===== src/logic/ccr_pkg.sv =====
// Constants shared by the charger control register bank and its line monitor.
// Assumes the serial bus pins arrive already synchronous to clk_i.
package ccr_pkg;

	////////////////////////////////////////////////////////////////////////////
	// Serial slave identity and register addresses
	localparam logic [6:0] SLAVE_ADDR        = 7'h6a;  // Seven-bit bus address
	localparam logic [7:0] ADR_INPUT_SOURCE  = 8'h00;  // input_source_control
	localparam logic [7:0] ADR_SYSTEM_CONFIG = 8'h01;  // system_charge_config
	localparam logic [7:0] ADR_FAST_CHARGE   = 8'h02;  // fast_charge_current_control
	localparam logic [7:0] ADR_LAST_DEFINED  = 8'h0b;  // Highest mapped register
	localparam logic [7:0] READ_BEYOND_MAP   = 8'hff;  // Answer above the map
	localparam logic [7:0] READ_OUTSIDE_BANK = 8'h00;  // Mapped but held elsewhere

	////////////////////////////////////////////////////////////////////////////
	// Field positions
	localparam int HIZ_BIT     = 7;  // input_source_control
	localparam int ILIM_MSB    = 4;
	localparam int PFM_BIT     = 7;  // system_charge_config
	localparam int KICK_BIT    = 6;
	localparam int CHG_BIT     = 4;
	localparam int SYSMIN_MSB  = 3;
	localparam int SYSMIN_LSB  = 1;
	localparam int FET_BIT     = 6;  // fast_charge_current_control
	localparam int FAST_CHARGE_CURRENT_MSB    = 5;

	////////////////////////////////////////////////////////////////////////////
	// Reset values and special codes
	localparam logic       HIZ_RESET    = 1'b0;
	localparam logic [4:0] ILIM_RESET   = 5'h17;  // 2400 mA
	localparam logic       PFM_RESET    = 1'b0;
	localparam logic       KICK_RESET   = 1'b0;
	localparam logic       CHG_RESET    = 1'b1;
	localparam logic [2:0] SYSMIN_RESET = 3'h5;   // 3.5 V
	localparam logic       FET_RESET    = 1'b0;
	localparam logic [5:0] FAST_CHARGE_CURRENT_RESET   = 6'h22;  // 2040 mA
	localparam logic [4:0] ILIM_500MA   = 5'h04;  // Source-select pin high
	localparam logic [4:0] ILIM_700MA   = 5'h06;  // Resistance switch point
	localparam logic [5:0] FAST_CHARGE_CURRENT_MAX     = 6'h32;  // 3000 mA clamp
	localparam logic [5:0] FAST_CHARGE_CURRENT_ZERO    = 6'h00;  // Charge off
	localparam logic [3:0] BITS_PER_BYTE = 4'h8;

	////////////////////////////////////////////////////////////////////////////
	// Serial slave states
	typedef enum logic [3:0] {
		ST_IDLE      = 4'b0000,
		ST_ADDR      = 4'b0001,
		ST_ADDR_ACK  = 4'b0010,
		ST_REGADR    = 4'b0011,
		ST_REGADR_ACK= 4'b0100,
		ST_WDATA     = 4'b0101,
		ST_WDATA_ACK = 4'b0110,
		ST_RDATA     = 4'b0111,
		ST_RDATA_ACK = 4'b1000
	} ccr_state_t;

endpackage : ccr_pkg


===== src/logic/ccr_register_bank.sv =====
// Serial slave and the first three control registers of a battery charger.
// Assumes bus lines, pins and event pulses are synchronous to clk_i.
//
// Contract
// - High-impedance bit, cleared by both resets
// - Input limit five bits, register reset only
// - Source detection overwrites limit; pin high 500mA
// - Later host writes to limit are kept
// - Watchdog kick bit restarts timer, self-clears
// - Charge needs pin low and enable bit
// - System minimum code, reset 101, register reset
// - Low resistance when bit set or limit>=700mA
// - Charge current resets to 100010 on both
// - Zero charge current disables charging
// - Charge current above 110010 is clamped
// - Slave at address 6AH, standard/fast speeds
// - Reads above 0x0B return 0xFF
// - Multi-byte transfers auto-increment register address
`timescale 1ns/1ps
module ccr_register_bank #(
	parameter logic [4:0] ILIM_SOURCE_LOW_CODE = 5'h17  // Limit when source pin is low
) (
	input  wire logic       clk_i,                // System clock, 25 MHz
	input  wire logic       reset_i,              // Asynchronous reset, active high
	input  wire logic       scl_i,                // Serial clock pin level
	input  wire logic       sda_i,                // Serial data pin level
	output logic            sda_o,                // Serial data drive value
	output logic            sda_oe_o,             // High while pulling data low
	input  wire logic       register_reset_i,     // Software register reset pulse
	input  wire logic       watchdog_expired_i,   // Watchdog expiry pulse
	input  wire logic       detection_done_i,     // Source detection finished pulse
	input  wire logic       source_select_i,      // Source-select pin level
	input  wire logic       charge_enable_n_i,    // Charge-enable pin, active low
	output logic            input_high_impedance_enable_o,
	output logic [4:0]      input_current_limit_o,
	output logic            light_load_modulation_disable_o,
	output logic            watchdog_kick_o,      // One-cycle timer restart
	output logic            charge_allowed_o,     // Charging permitted
	output logic [2:0]      system_minimum_voltage_o,
	output logic            input_fet_low_resistance_select_o,
	output logic [5:0]      fast_charge_current_o
);
	import ccr_pkg::*;
	typedef struct packed {
		ccr_state_t st;       // Serial slave state
		logic [3:0] cnt;      // Bits of the current byte
		logic [7:0] sh;       // Shift register
		logic [7:0] ptr;      // Register pointer
		logic       rw;       // Transfer is a read
		logic       sda_low;  // Pull data line low
		logic       mack;     // Master acked last read byte
		logic       hiz;      // input_high_impedance_enable
		logic [4:0] ilim;     // input_current_limit
		logic       pfm;      // light_load_modulation_disable
		logic       kick;     // watchdog_kick
		logic       chg;      // charge_enable_bit
		logic [2:0] sysmin;   // system_minimum_voltage
		logic       fet;      // input_fet_low_resistance_select bit
		logic [5:0] fast_charge_current;     // fast_charge_current
		logic       allowed;  // Registered charge permission
		logic       lowres;   // Registered resistance choice
	} ccr_bank_state_t;

	ccr_bank_state_t q_ff;    // All state
	ccr_bank_state_t nxt_q;   // Next state
	logic            ev_start;  // Start condition
	logic            ev_stop;   // Stop condition
	logic            ev_rise;   // Serial clock rising
	logic            ev_fall;   // Serial clock falling
	logic [7:0]      load_byte; // Register at the pointer; a call result cannot be sliced

	////////////////////////////////////////////////////////////////////////////
	// Line condition detector
	ccr_line_monitor u_line (
		.clk_i   (clk_i),
		.reset_i (reset_i),
		.scl_i   (scl_i),
		.sda_i   (sda_i),
		.start_o (ev_start),
		.stop_o  (ev_stop),
		.rise_o  (ev_rise),
		.fall_o  (ev_fall)
	);

	////////////////////////////////////////////////////////////////////////////
	// Read value of a register; used at each byte load
	function automatic logic [7:0] reg_read(input logic [7:0] adr, input ccr_bank_state_t s);
		logic [7:0] v;
		v = 8'h00;
		case (adr)
			ADR_INPUT_SOURCE: begin
				v[HIZ_BIT]        = s.hiz;
				v[ILIM_MSB:0]     = s.ilim;
			end
			ADR_SYSTEM_CONFIG: begin
				v[PFM_BIT]                = s.pfm;
				v[KICK_BIT]               = s.kick;
				v[CHG_BIT]                = s.chg;
				v[SYSMIN_MSB:SYSMIN_LSB]  = s.sysmin;
			end
			ADR_FAST_CHARGE: begin
				v[FET_BIT]        = s.fet;
				v[FAST_CHARGE_CURRENT_MSB:0]     = s.fast_charge_current;
			end
			default: begin
				v = (adr > ADR_LAST_DEFINED) ? READ_BEYOND_MAP : READ_OUTSIDE_BANK;
			end
		endcase
		return v;
	endfunction
	assign load_byte = reg_read(q_ff.ptr, q_ff);

	////////////////////////////////////////////////////////////////////////////
	// Next-state logic: slave, register writes, resets, derived outputs
	always_comb begin
		nxt_q = q_ff;
		nxt_q.kick = 1'b0;
		if (detection_done_i) begin
			nxt_q.ilim = source_select_i ? ILIM_500MA : ILIM_SOURCE_LOW_CODE;
		end
		if (ev_start) begin
			// A repeated start restarts address phase at any point
			nxt_q.st      = ST_ADDR;
			nxt_q.cnt     = 4'h0;
			nxt_q.sda_low = 1'b0;
		end else if (ev_stop) begin
			nxt_q.st      = ST_IDLE;
			nxt_q.sda_low = 1'b0;
		end else if (ev_rise) begin
			case (q_ff.st)
				ST_ADDR, ST_REGADR, ST_WDATA: begin
					// Sample data while clock is high
					nxt_q.sh  = {q_ff.sh[6:0], sda_i};
					nxt_q.cnt = 4'(q_ff.cnt + 4'h1);
				end
				ST_RDATA_ACK: begin
					nxt_q.mack = ~sda_i;
				end
				default: begin
				end
			endcase
		end else if (ev_fall) begin
			case (q_ff.st)
				ST_ADDR: begin
					if (q_ff.cnt == BITS_PER_BYTE) begin
						if (q_ff.sh[7:1] == SLAVE_ADDR) begin
							nxt_q.st      = ST_ADDR_ACK;
							nxt_q.rw      = q_ff.sh[0];
							nxt_q.sda_low = 1'b1;
						end else begin
							nxt_q.st = ST_IDLE;
						end
					end
				end
				ST_REGADR: begin
					if (q_ff.cnt == BITS_PER_BYTE) begin
						// Undefined register address is refused
						if (q_ff.sh <= ADR_LAST_DEFINED) begin
							nxt_q.st      = ST_REGADR_ACK;
							nxt_q.ptr     = q_ff.sh;
							nxt_q.sda_low = 1'b1;
						end else begin
							nxt_q.st = ST_IDLE;
						end
					end
				end
				ST_WDATA: begin
					if (q_ff.cnt == BITS_PER_BYTE) begin
						nxt_q.st      = ST_WDATA_ACK;
						nxt_q.sda_low = 1'b1;
						nxt_q.ptr     = 8'(q_ff.ptr + 8'h01);
						case (q_ff.ptr)
							ADR_INPUT_SOURCE: begin
								nxt_q.hiz  = q_ff.sh[HIZ_BIT];
								nxt_q.ilim = q_ff.sh[ILIM_MSB:0];
							end
							ADR_SYSTEM_CONFIG: begin
								nxt_q.pfm    = q_ff.sh[PFM_BIT];
								nxt_q.kick   = q_ff.sh[KICK_BIT];
								nxt_q.chg    = q_ff.sh[CHG_BIT];
								nxt_q.sysmin = q_ff.sh[SYSMIN_MSB:SYSMIN_LSB];
							end
							ADR_FAST_CHARGE: begin
								nxt_q.fet  = q_ff.sh[FET_BIT];
								nxt_q.fast_charge_current = (q_ff.sh[FAST_CHARGE_CURRENT_MSB:0] > FAST_CHARGE_CURRENT_MAX) ?
									FAST_CHARGE_CURRENT_MAX : q_ff.sh[FAST_CHARGE_CURRENT_MSB:0];
							end
							default: begin
							end
						endcase
					end
				end
				ST_ADDR_ACK: begin
					if (q_ff.rw) begin
						// First read byte from current pointer
						nxt_q.sh      = {load_byte[6:0], 1'b0};
						nxt_q.sda_low = ~load_byte[7];
						nxt_q.cnt     = 4'h1;
						nxt_q.ptr     = 8'(q_ff.ptr + 8'h01);
						nxt_q.st      = ST_RDATA;
					end else begin
						nxt_q.sda_low = 1'b0;
						nxt_q.cnt     = 4'h0;
						nxt_q.st      = ST_REGADR;
					end
				end
				ST_REGADR_ACK, ST_WDATA_ACK: begin
					nxt_q.sda_low = 1'b0;
					nxt_q.cnt     = 4'h0;
					nxt_q.st      = ST_WDATA;
				end
				ST_RDATA: begin
					if (q_ff.cnt == BITS_PER_BYTE) begin
						// Release for the master's acknowledge
						nxt_q.sda_low = 1'b0;
						nxt_q.st      = ST_RDATA_ACK;
					end else begin
						nxt_q.sda_low = ~q_ff.sh[7];
						nxt_q.sh      = {q_ff.sh[6:0], 1'b0};
						nxt_q.cnt     = 4'(q_ff.cnt + 4'h1);
					end
				end
				ST_RDATA_ACK: begin
					if (q_ff.mack) begin
						nxt_q.sh      = {load_byte[6:0], 1'b0};
						nxt_q.sda_low = ~load_byte[7];
						nxt_q.cnt     = 4'h1;
						nxt_q.ptr     = 8'(q_ff.ptr + 8'h01);
						nxt_q.st      = ST_RDATA;
					end else begin
						nxt_q.st = ST_IDLE;
					end
				end
				default: begin
				end
			endcase
		end
		if (watchdog_expired_i) begin
			nxt_q.hiz  = HIZ_RESET;
			nxt_q.kick = KICK_RESET;
			nxt_q.chg  = CHG_RESET;
			nxt_q.fast_charge_current = FAST_CHARGE_CURRENT_RESET;
		end
		if (register_reset_i) begin
			nxt_q.hiz    = HIZ_RESET;
			nxt_q.ilim   = ILIM_RESET;
			nxt_q.pfm    = PFM_RESET;
			nxt_q.kick   = KICK_RESET;
			nxt_q.chg    = CHG_RESET;
			nxt_q.sysmin = SYSMIN_RESET;
			nxt_q.fet    = FET_RESET;
			nxt_q.fast_charge_current   = FAST_CHARGE_CURRENT_RESET;
		end
		nxt_q.allowed = ~charge_enable_n_i & nxt_q.chg & (nxt_q.fast_charge_current != FAST_CHARGE_CURRENT_ZERO);
		nxt_q.lowres  = nxt_q.fet | (nxt_q.ilim >= ILIM_700MA);
	end

	////////////////////////////////////////////////////////////////////////////
	// State register; charge stays off until the first clock after reset
	always_ff @(posedge clk_i or posedge reset_i) begin
		if (reset_i) begin
			q_ff <= '{st: ST_IDLE, cnt: 4'h0, sh: 8'h00, ptr: 8'h00, rw: 1'b0,
				sda_low: 1'b0, mack: 1'b0, hiz: HIZ_RESET, ilim: ILIM_RESET,
				pfm: PFM_RESET, kick: KICK_RESET, chg: CHG_RESET,
				sysmin: SYSMIN_RESET, fet: FET_RESET, fast_charge_current: FAST_CHARGE_CURRENT_RESET,
				allowed: 1'b0, lowres: 1'b1};
		end else begin
			q_ff <= nxt_q;
		end
	end

	////////////////////////////////////////////////////////////////////////////
	// Outputs straight from flops, except sda_o, which is tied to 0
	assign sda_o                             = 1'b0;
	assign sda_oe_o                          = q_ff.sda_low;
	assign input_high_impedance_enable_o     = q_ff.hiz;
	assign input_current_limit_o             = q_ff.ilim;
	assign light_load_modulation_disable_o   = q_ff.pfm;
	assign watchdog_kick_o                   = q_ff.kick;
	assign charge_allowed_o                  = q_ff.allowed;
	assign system_minimum_voltage_o          = q_ff.sysmin;
	assign input_fet_low_resistance_select_o = q_ff.lowres;
	assign fast_charge_current_o             = q_ff.fast_charge_current;
endmodule // ccr_register_bank


===== src/logic/ccr_line_monitor.sv =====
// Edge and condition detector for the two serial bus lines.
// Assumes scl_i and sda_i are already synchronous to clk_i.
`timescale 1ns/1ps
module ccr_line_monitor (
	input  wire logic clk_i,    // System clock
	input  wire logic reset_i,  // Asynchronous reset, active high
	input  wire logic scl_i,    // Serial clock level
	input  wire logic sda_i,    // Serial data level
	output logic      start_o,  // Start or repeated start seen
	output logic      stop_o,   // Stop seen
	output logic      rise_o,   // Serial clock rose
	output logic      fall_o    // Serial clock fell
);
	import ccr_pkg::*;

	typedef struct packed {
		logic scl;  // Last serial clock level
		logic sda;  // Last serial data level
	} ccr_line_state_t;

	ccr_line_state_t q_ff;      // Registered line levels
	ccr_line_state_t nxt_q;     // Next line levels

	////////////////////////////////////////////////////////////////////////////
	// Follow the lines every cycle
	always_comb begin
		nxt_q     = q_ff;
		nxt_q.scl = scl_i;
		nxt_q.sda = sda_i;
	end

	// Idle bus is high on both lines, so reset to that
	always_ff @(posedge clk_i or posedge reset_i) begin
		if (reset_i) begin
			q_ff <= '{scl: 1'b1, sda: 1'b1};
		end else begin
			q_ff <= nxt_q;
		end
	end

	////////////////////////////////////////////////////////////////////////////
	// Data moving while the clock is high marks start or stop
	assign start_o = q_ff.scl & scl_i & q_ff.sda & ~sda_i;
	assign stop_o  = q_ff.scl & scl_i & ~q_ff.sda & sda_i;
	assign rise_o  = ~q_ff.scl & scl_i;
	assign fall_o  = q_ff.scl & ~scl_i;

endmodule // ccr_line_monitor


===== config.mk =====
export PLATFORM = sky130hd
export DESIGN_NAME = ccr_register_bank
export DESIGN_NICKNAME = d
export VERILOG_FILES = /design/src/logic/ccr_pkg.sv /design/src/logic/ccr_register_bank.sv /design/src/logic/ccr_line_monitor.sv
export SDC_FILE = /design/constraint.sdc
export NUM_CORES = 1
export LEC_CHECK = 0
export ABC_AREA = 0
export BUFFER_PORTS_ARGS = -buffer_cell sky130_fd_sc_hd__buf_2
export CELL_PAD_IN_SITES_DETAIL_PLACEMENT = 1
export CELL_PAD_IN_SITES_GLOBAL_PLACEMENT = 2
export CORE_MARGIN = 2
export CORE_UTILIZATION = 40
export CTS_CLUSTER_SIZE = 20
export DETAILED_ROUTE_END_ITERATION = 12
export PLACE_DENSITY_LB_ADDON = 0.1
export SLEW_MARGIN = 20
export SYNTH_ARGS = -nofsm -noshare
export SYNTH_HDL_FRONTEND = slang
export SYNTH_SLANG_ARGS = --single-unit

===== constraint.sdc =====
create_clock -name clk_i -period 7.63 [get_ports clk_i]
set_clock_uncertainty 0.15 [all_clocks]
set_input_delay 1.526 -clock clk_i [delete_from_list [all_inputs] [get_ports clk_i]]
set_output_delay 1.526 -clock clk_i [all_outputs]
set_load 0.02 [all_outputs]

==> summary.md <==
The number of synthesized register bits was 50. The leading cell type in the layout, fill and taps excluded was sky130_fd_sc_hd__dfrtp_1. Clock latency on the worst-skew pair, taken at its later pin, is 0.31 ns. The die covers 9880 µm². The flow ran to the end, and the final reports show no timing, DRC or antenna violations.

The count of input and output buffers works out to 28. The ratio of cells with drive above 1 in the final layout is 0.195, and the total CTS buffers is 5. Buffers inserted to repair hold after CTS numbered 0. Most common flop cell mapped by yosys: sky130_fd_sc_hd__dfrtp_1.

The worst vdd rail ir drop was 0.100 mV. After clock tree synthesis, the clock-pin slew on the worst setup and hold paths is 0.10 ns. Dividing the detail-routed wire length by the instance count gives 20.7 µm.

Across all layers, the routed design uses 3065 vias. The total stage count of the critical path was 7. Count of H-tree levels built during CTS: 2. For the pin with the worst max-slew slack, the measured transition is 1.02 ns.

The antenna diode count is 0, and the total global-route track usage is 0.225. End of the critical path: fast_charge_current_o[0]$_DFF_PP0_. The tools report the critical register-to-register path startpoint as u_line.q_ff[1]$_DFF_PP1_. The post-CTS setup repair buffer count is 0, and the finished layout cell area is 3790 µm². Critical register-to-register path endpoint: fast_charge_current_o[0]$_DFF_PP0_.

Setup repair after global routing left no endpoint under its margin. The setup slack of the worst register-to-register path was 4.32 ns; the number of cells upsized or downsized after cts was 0. The leakage power was 1.65 nW; the average footprint of a synthesized cell was 8.88 µm². In this run the worst path has a maximum fanout of 15. The longest clock path from root to sink contains 2 buffers. In the routed layout, each cell is associated on average with a via count of 5.97. The delay of the slowest cell on the worst path was 0.61 ns; the maximum clock frequency was 246 MHz.

The worst reg-to-reg path cell count was 7; the wire length reported by the detailed router was 10600 µm. Worst slew margin relative to its limit: 0.315. The tools report the number of sinks driven by the clock tree as 50. Tracing the worst setup path back leads to its startpoint at scl_i. The total overflow left after global routing is 0. The number of max-slew violations in the final report came out at 0. The logs give 0.348 for the sequential element share of the synthesized area and 423 for the net count reported at finish. After detailed routing, the number of remaining DRC violations is 0. The effective utilization at floorplan is 0.415. The worst hold path belongs to the class flip-flop to flip-flop. Count of distinct cell types in the synthesized netlist: 73. The tools report the master cell of the clock root buffer as sky130_fd_sc_hd__clkbuf_8. In this run the cell area of the synthesized design comes to 3640 µm².

Combined buffer and inverter count along the critical path: 1. STA classifies the critical path startpoint as an input port. For this design, the slowest cell found on the critical path is sky130_fd_sc_hd__nand4_1. The tools report the detailed-router iteration count before antenna repair as 5. The largest net degree at the start of global routing is 51. Counting every net in the synthesized netlist gives 429. The signal on the critical path passes through buf_2 -> ha_1 -> nand2b_1 -> a211oi_2 -> nand4_1 -> or3_1 -> a21oi_1. From bottom edge to top edge, the die measures 99.4 µm. The first global-routing pass estimated 17300 µm of wire.

The count of nets left with antenna violations once routing finished came out at 0. In this run the cell area measured after placement is 3690 µm². The region available for standard cell placement spans 8760 µm². On the final layout, the worst hold slack is 0.393 ns. Leaving out fill and tap cells, the most frequent cells in the layout are sky130_fd_sc_hd__dfrtp_1 (38), sky130_fd_sc_hd__nand2_1 (37), sky130_fd_sc_hd__nor2_1 (32). The final cell utilization of the core is 0.432, and the total of max-cap violations is 0. The minimum clock period was 4.06 ns; the total of endpoints with negative setup slack in the final report was 0.

The filler cells instantiated in the layout total 1040. The number of warnings issued by yosys came out at 0. Broken down by cell family, the worst path's largest delay share belongs to simple AND/OR/NAND/NOR gates. STA classifies the critical path endpoint as a flip-flop. The async set or reset register ratio after synthesis is 1.00. The initial antenna violation count came out at 0. Compared with the post-synthesis result, the final layout area differs by 4.02%. Number of enable flip-flop cells after synthesis: 0.

The I/O pin count was 30. For this block, the initial DRC count from the detailed router was 148. The synthesized netlist cell count was 410.

The classification of the worst setup path is input port to flip-flop. For the final routed database, the setup TNS stands at 0 ns. The number of hold violations in the final report is 0. For the placement row count, the log shows 34. The completed layout was analyzed and its total power is 0.000813 W. The die span in x was 99.4 µm; the endpoint required time on the critical path was 7.73 ns. Data on the critical path arrives at its endpoint at 4.16 ns. In this run the power density over the cells is 215 nW/µm². The fraction of the cycle the final worst path needs is 0.533, and the routability congestion estimate from global placement is 0.842. After legalization and detailed placement, the total HPWL measured 7640 µm. The number of global-route vias before repair is 3158. TritonCTS built the clock tree.
==> power breakdown <==
part           leakage (nW)  internal [W]  switching, W
clock network        0.0514     0.0000750      0.000102
registers             0.629      0.000302     0.0000881
logic                 0.973      0.000104      0.000143
total                  1.65      0.000481      0.000332
==> cell type report <==
type / instances / area (µm²) / share of cell area
clock inverter: 2 / 17.5 / 0.00463
timing repair buffer: 29 / 148 / 0.0390
tap: 108 / 135 / 0.0357
clock buffer: 6 / 82.6 / 0.0218
inverter: 19 / 71.3 / 0.0188
multi-input combinational: 299 / 2070 / 0.546
sequential: 50 / 1270 / 0.334
==> synthesized netlist by cell type (all sizes together) (9+ instances only) <==
cell,count,area (µm²)
mux2i,25,250
mux2,9,105
clkbuf,15,56.3
nand3,12,60.1
a21oi,13,65.1
dfstp,12,315
inv,19,71.3
o21ai,21,109
ha,10,125
dfrtp,38,951
buf,27,180
nor2,33,140
nand2,37,139
==> sequential cells by signal, summed over array words and instances, names as in the netlist <==
name / flops
charge_allowed_o: 1
fast_charge_current_o: 6
input_current_limit_o: 5
input_fet_low_resistance_select_o: 1
input_high_impedance_enable_o: 1
light_load_modulation_disable_o: 1
q_ff: 28
sda_oe_o: 1
system_minimum_voltage_o: 3
u_line.q_ff: 2
watchdog_kick_o: 1
==> worst reg2reg max path, delay by kind of cell (launching register included) <==
family / cells / cell delay [ns]
fa+ha+maj: 1 / 0.34
buf+inv: 1 / 0.05
flops: 1 / 0.57
simple gates: 3 / 1.52
compound gates: 2 / 0.63
==> per-layer routing <==
layer / routed length [µm] / vias up / track usage
met5: 0 / - / 0
li1: - / 1471 / -
met4: 178 / 0 / 0.0590
met3: 338 / 16 / 0.0309
met2: 4680 / 42 / 0.341
met1: 5410 / 1536 / 0.336
==> logic make-up (layout without fill, tap and decap cells) <==
kind of cell	after synthesis	after routing	synth area share
buffers and inverters	61	56	0.0845
flip-flops	50	50	0.348
XOR/XNOR	1	1	0.00241
other	1	1	0.00103
adder cells (fa/ha/maj)	10	10	0.0344
AO/OA/AOI/OAI	97	97	0.193
multiplexers	34	34	0.0976
AND/OR/NAND/NOR	156	156	0.240
==> how the worst min path moves through the flow <==
stage	cells after the start	startpoint	slack, ns	endpoint
3_5_place_dp	2	fast_charge_current_o[1]$_DFF_PP1_	0.37	fast_charge_current_o[1]$_DFF_PP1_
5_1_grt	2	fast_charge_current_o[1]$_DFF_PP1_	0.42	fast_charge_current_o[1]$_DFF_PP1_
2_1_floorplan	1	q_ff[43]$_DFFE_PP0P_	0.34	q_ff[43]$_DFFE_PP0P_
6_report	2	fast_charge_current_o[1]$_DFF_PP1_	0.39	fast_charge_current_o[1]$_DFF_PP1_
4_1_cts	2	fast_charge_current_o[1]$_DFF_PP1_	0.39	fast_charge_current_o[1]$_DFF_PP1_
3_3_place_gp	2	fast_charge_current_o[1]$_DFF_PP1_	0.36	fast_charge_current_o[1]$_DFF_PP1_
==> through the flow <==
step | worst slack [ns] | std cells
6_report | 3.57 | 513
3_5_place_dp | 3.25 | 505
4_1_cts | 3.58 | 513
5_1_grt | 3.36 | 513
2_1_floorplan | 4.18 | 410
3_3_place_gp | 3.31 | 505
Note: power is estimated with default switching activity, not from simulation.
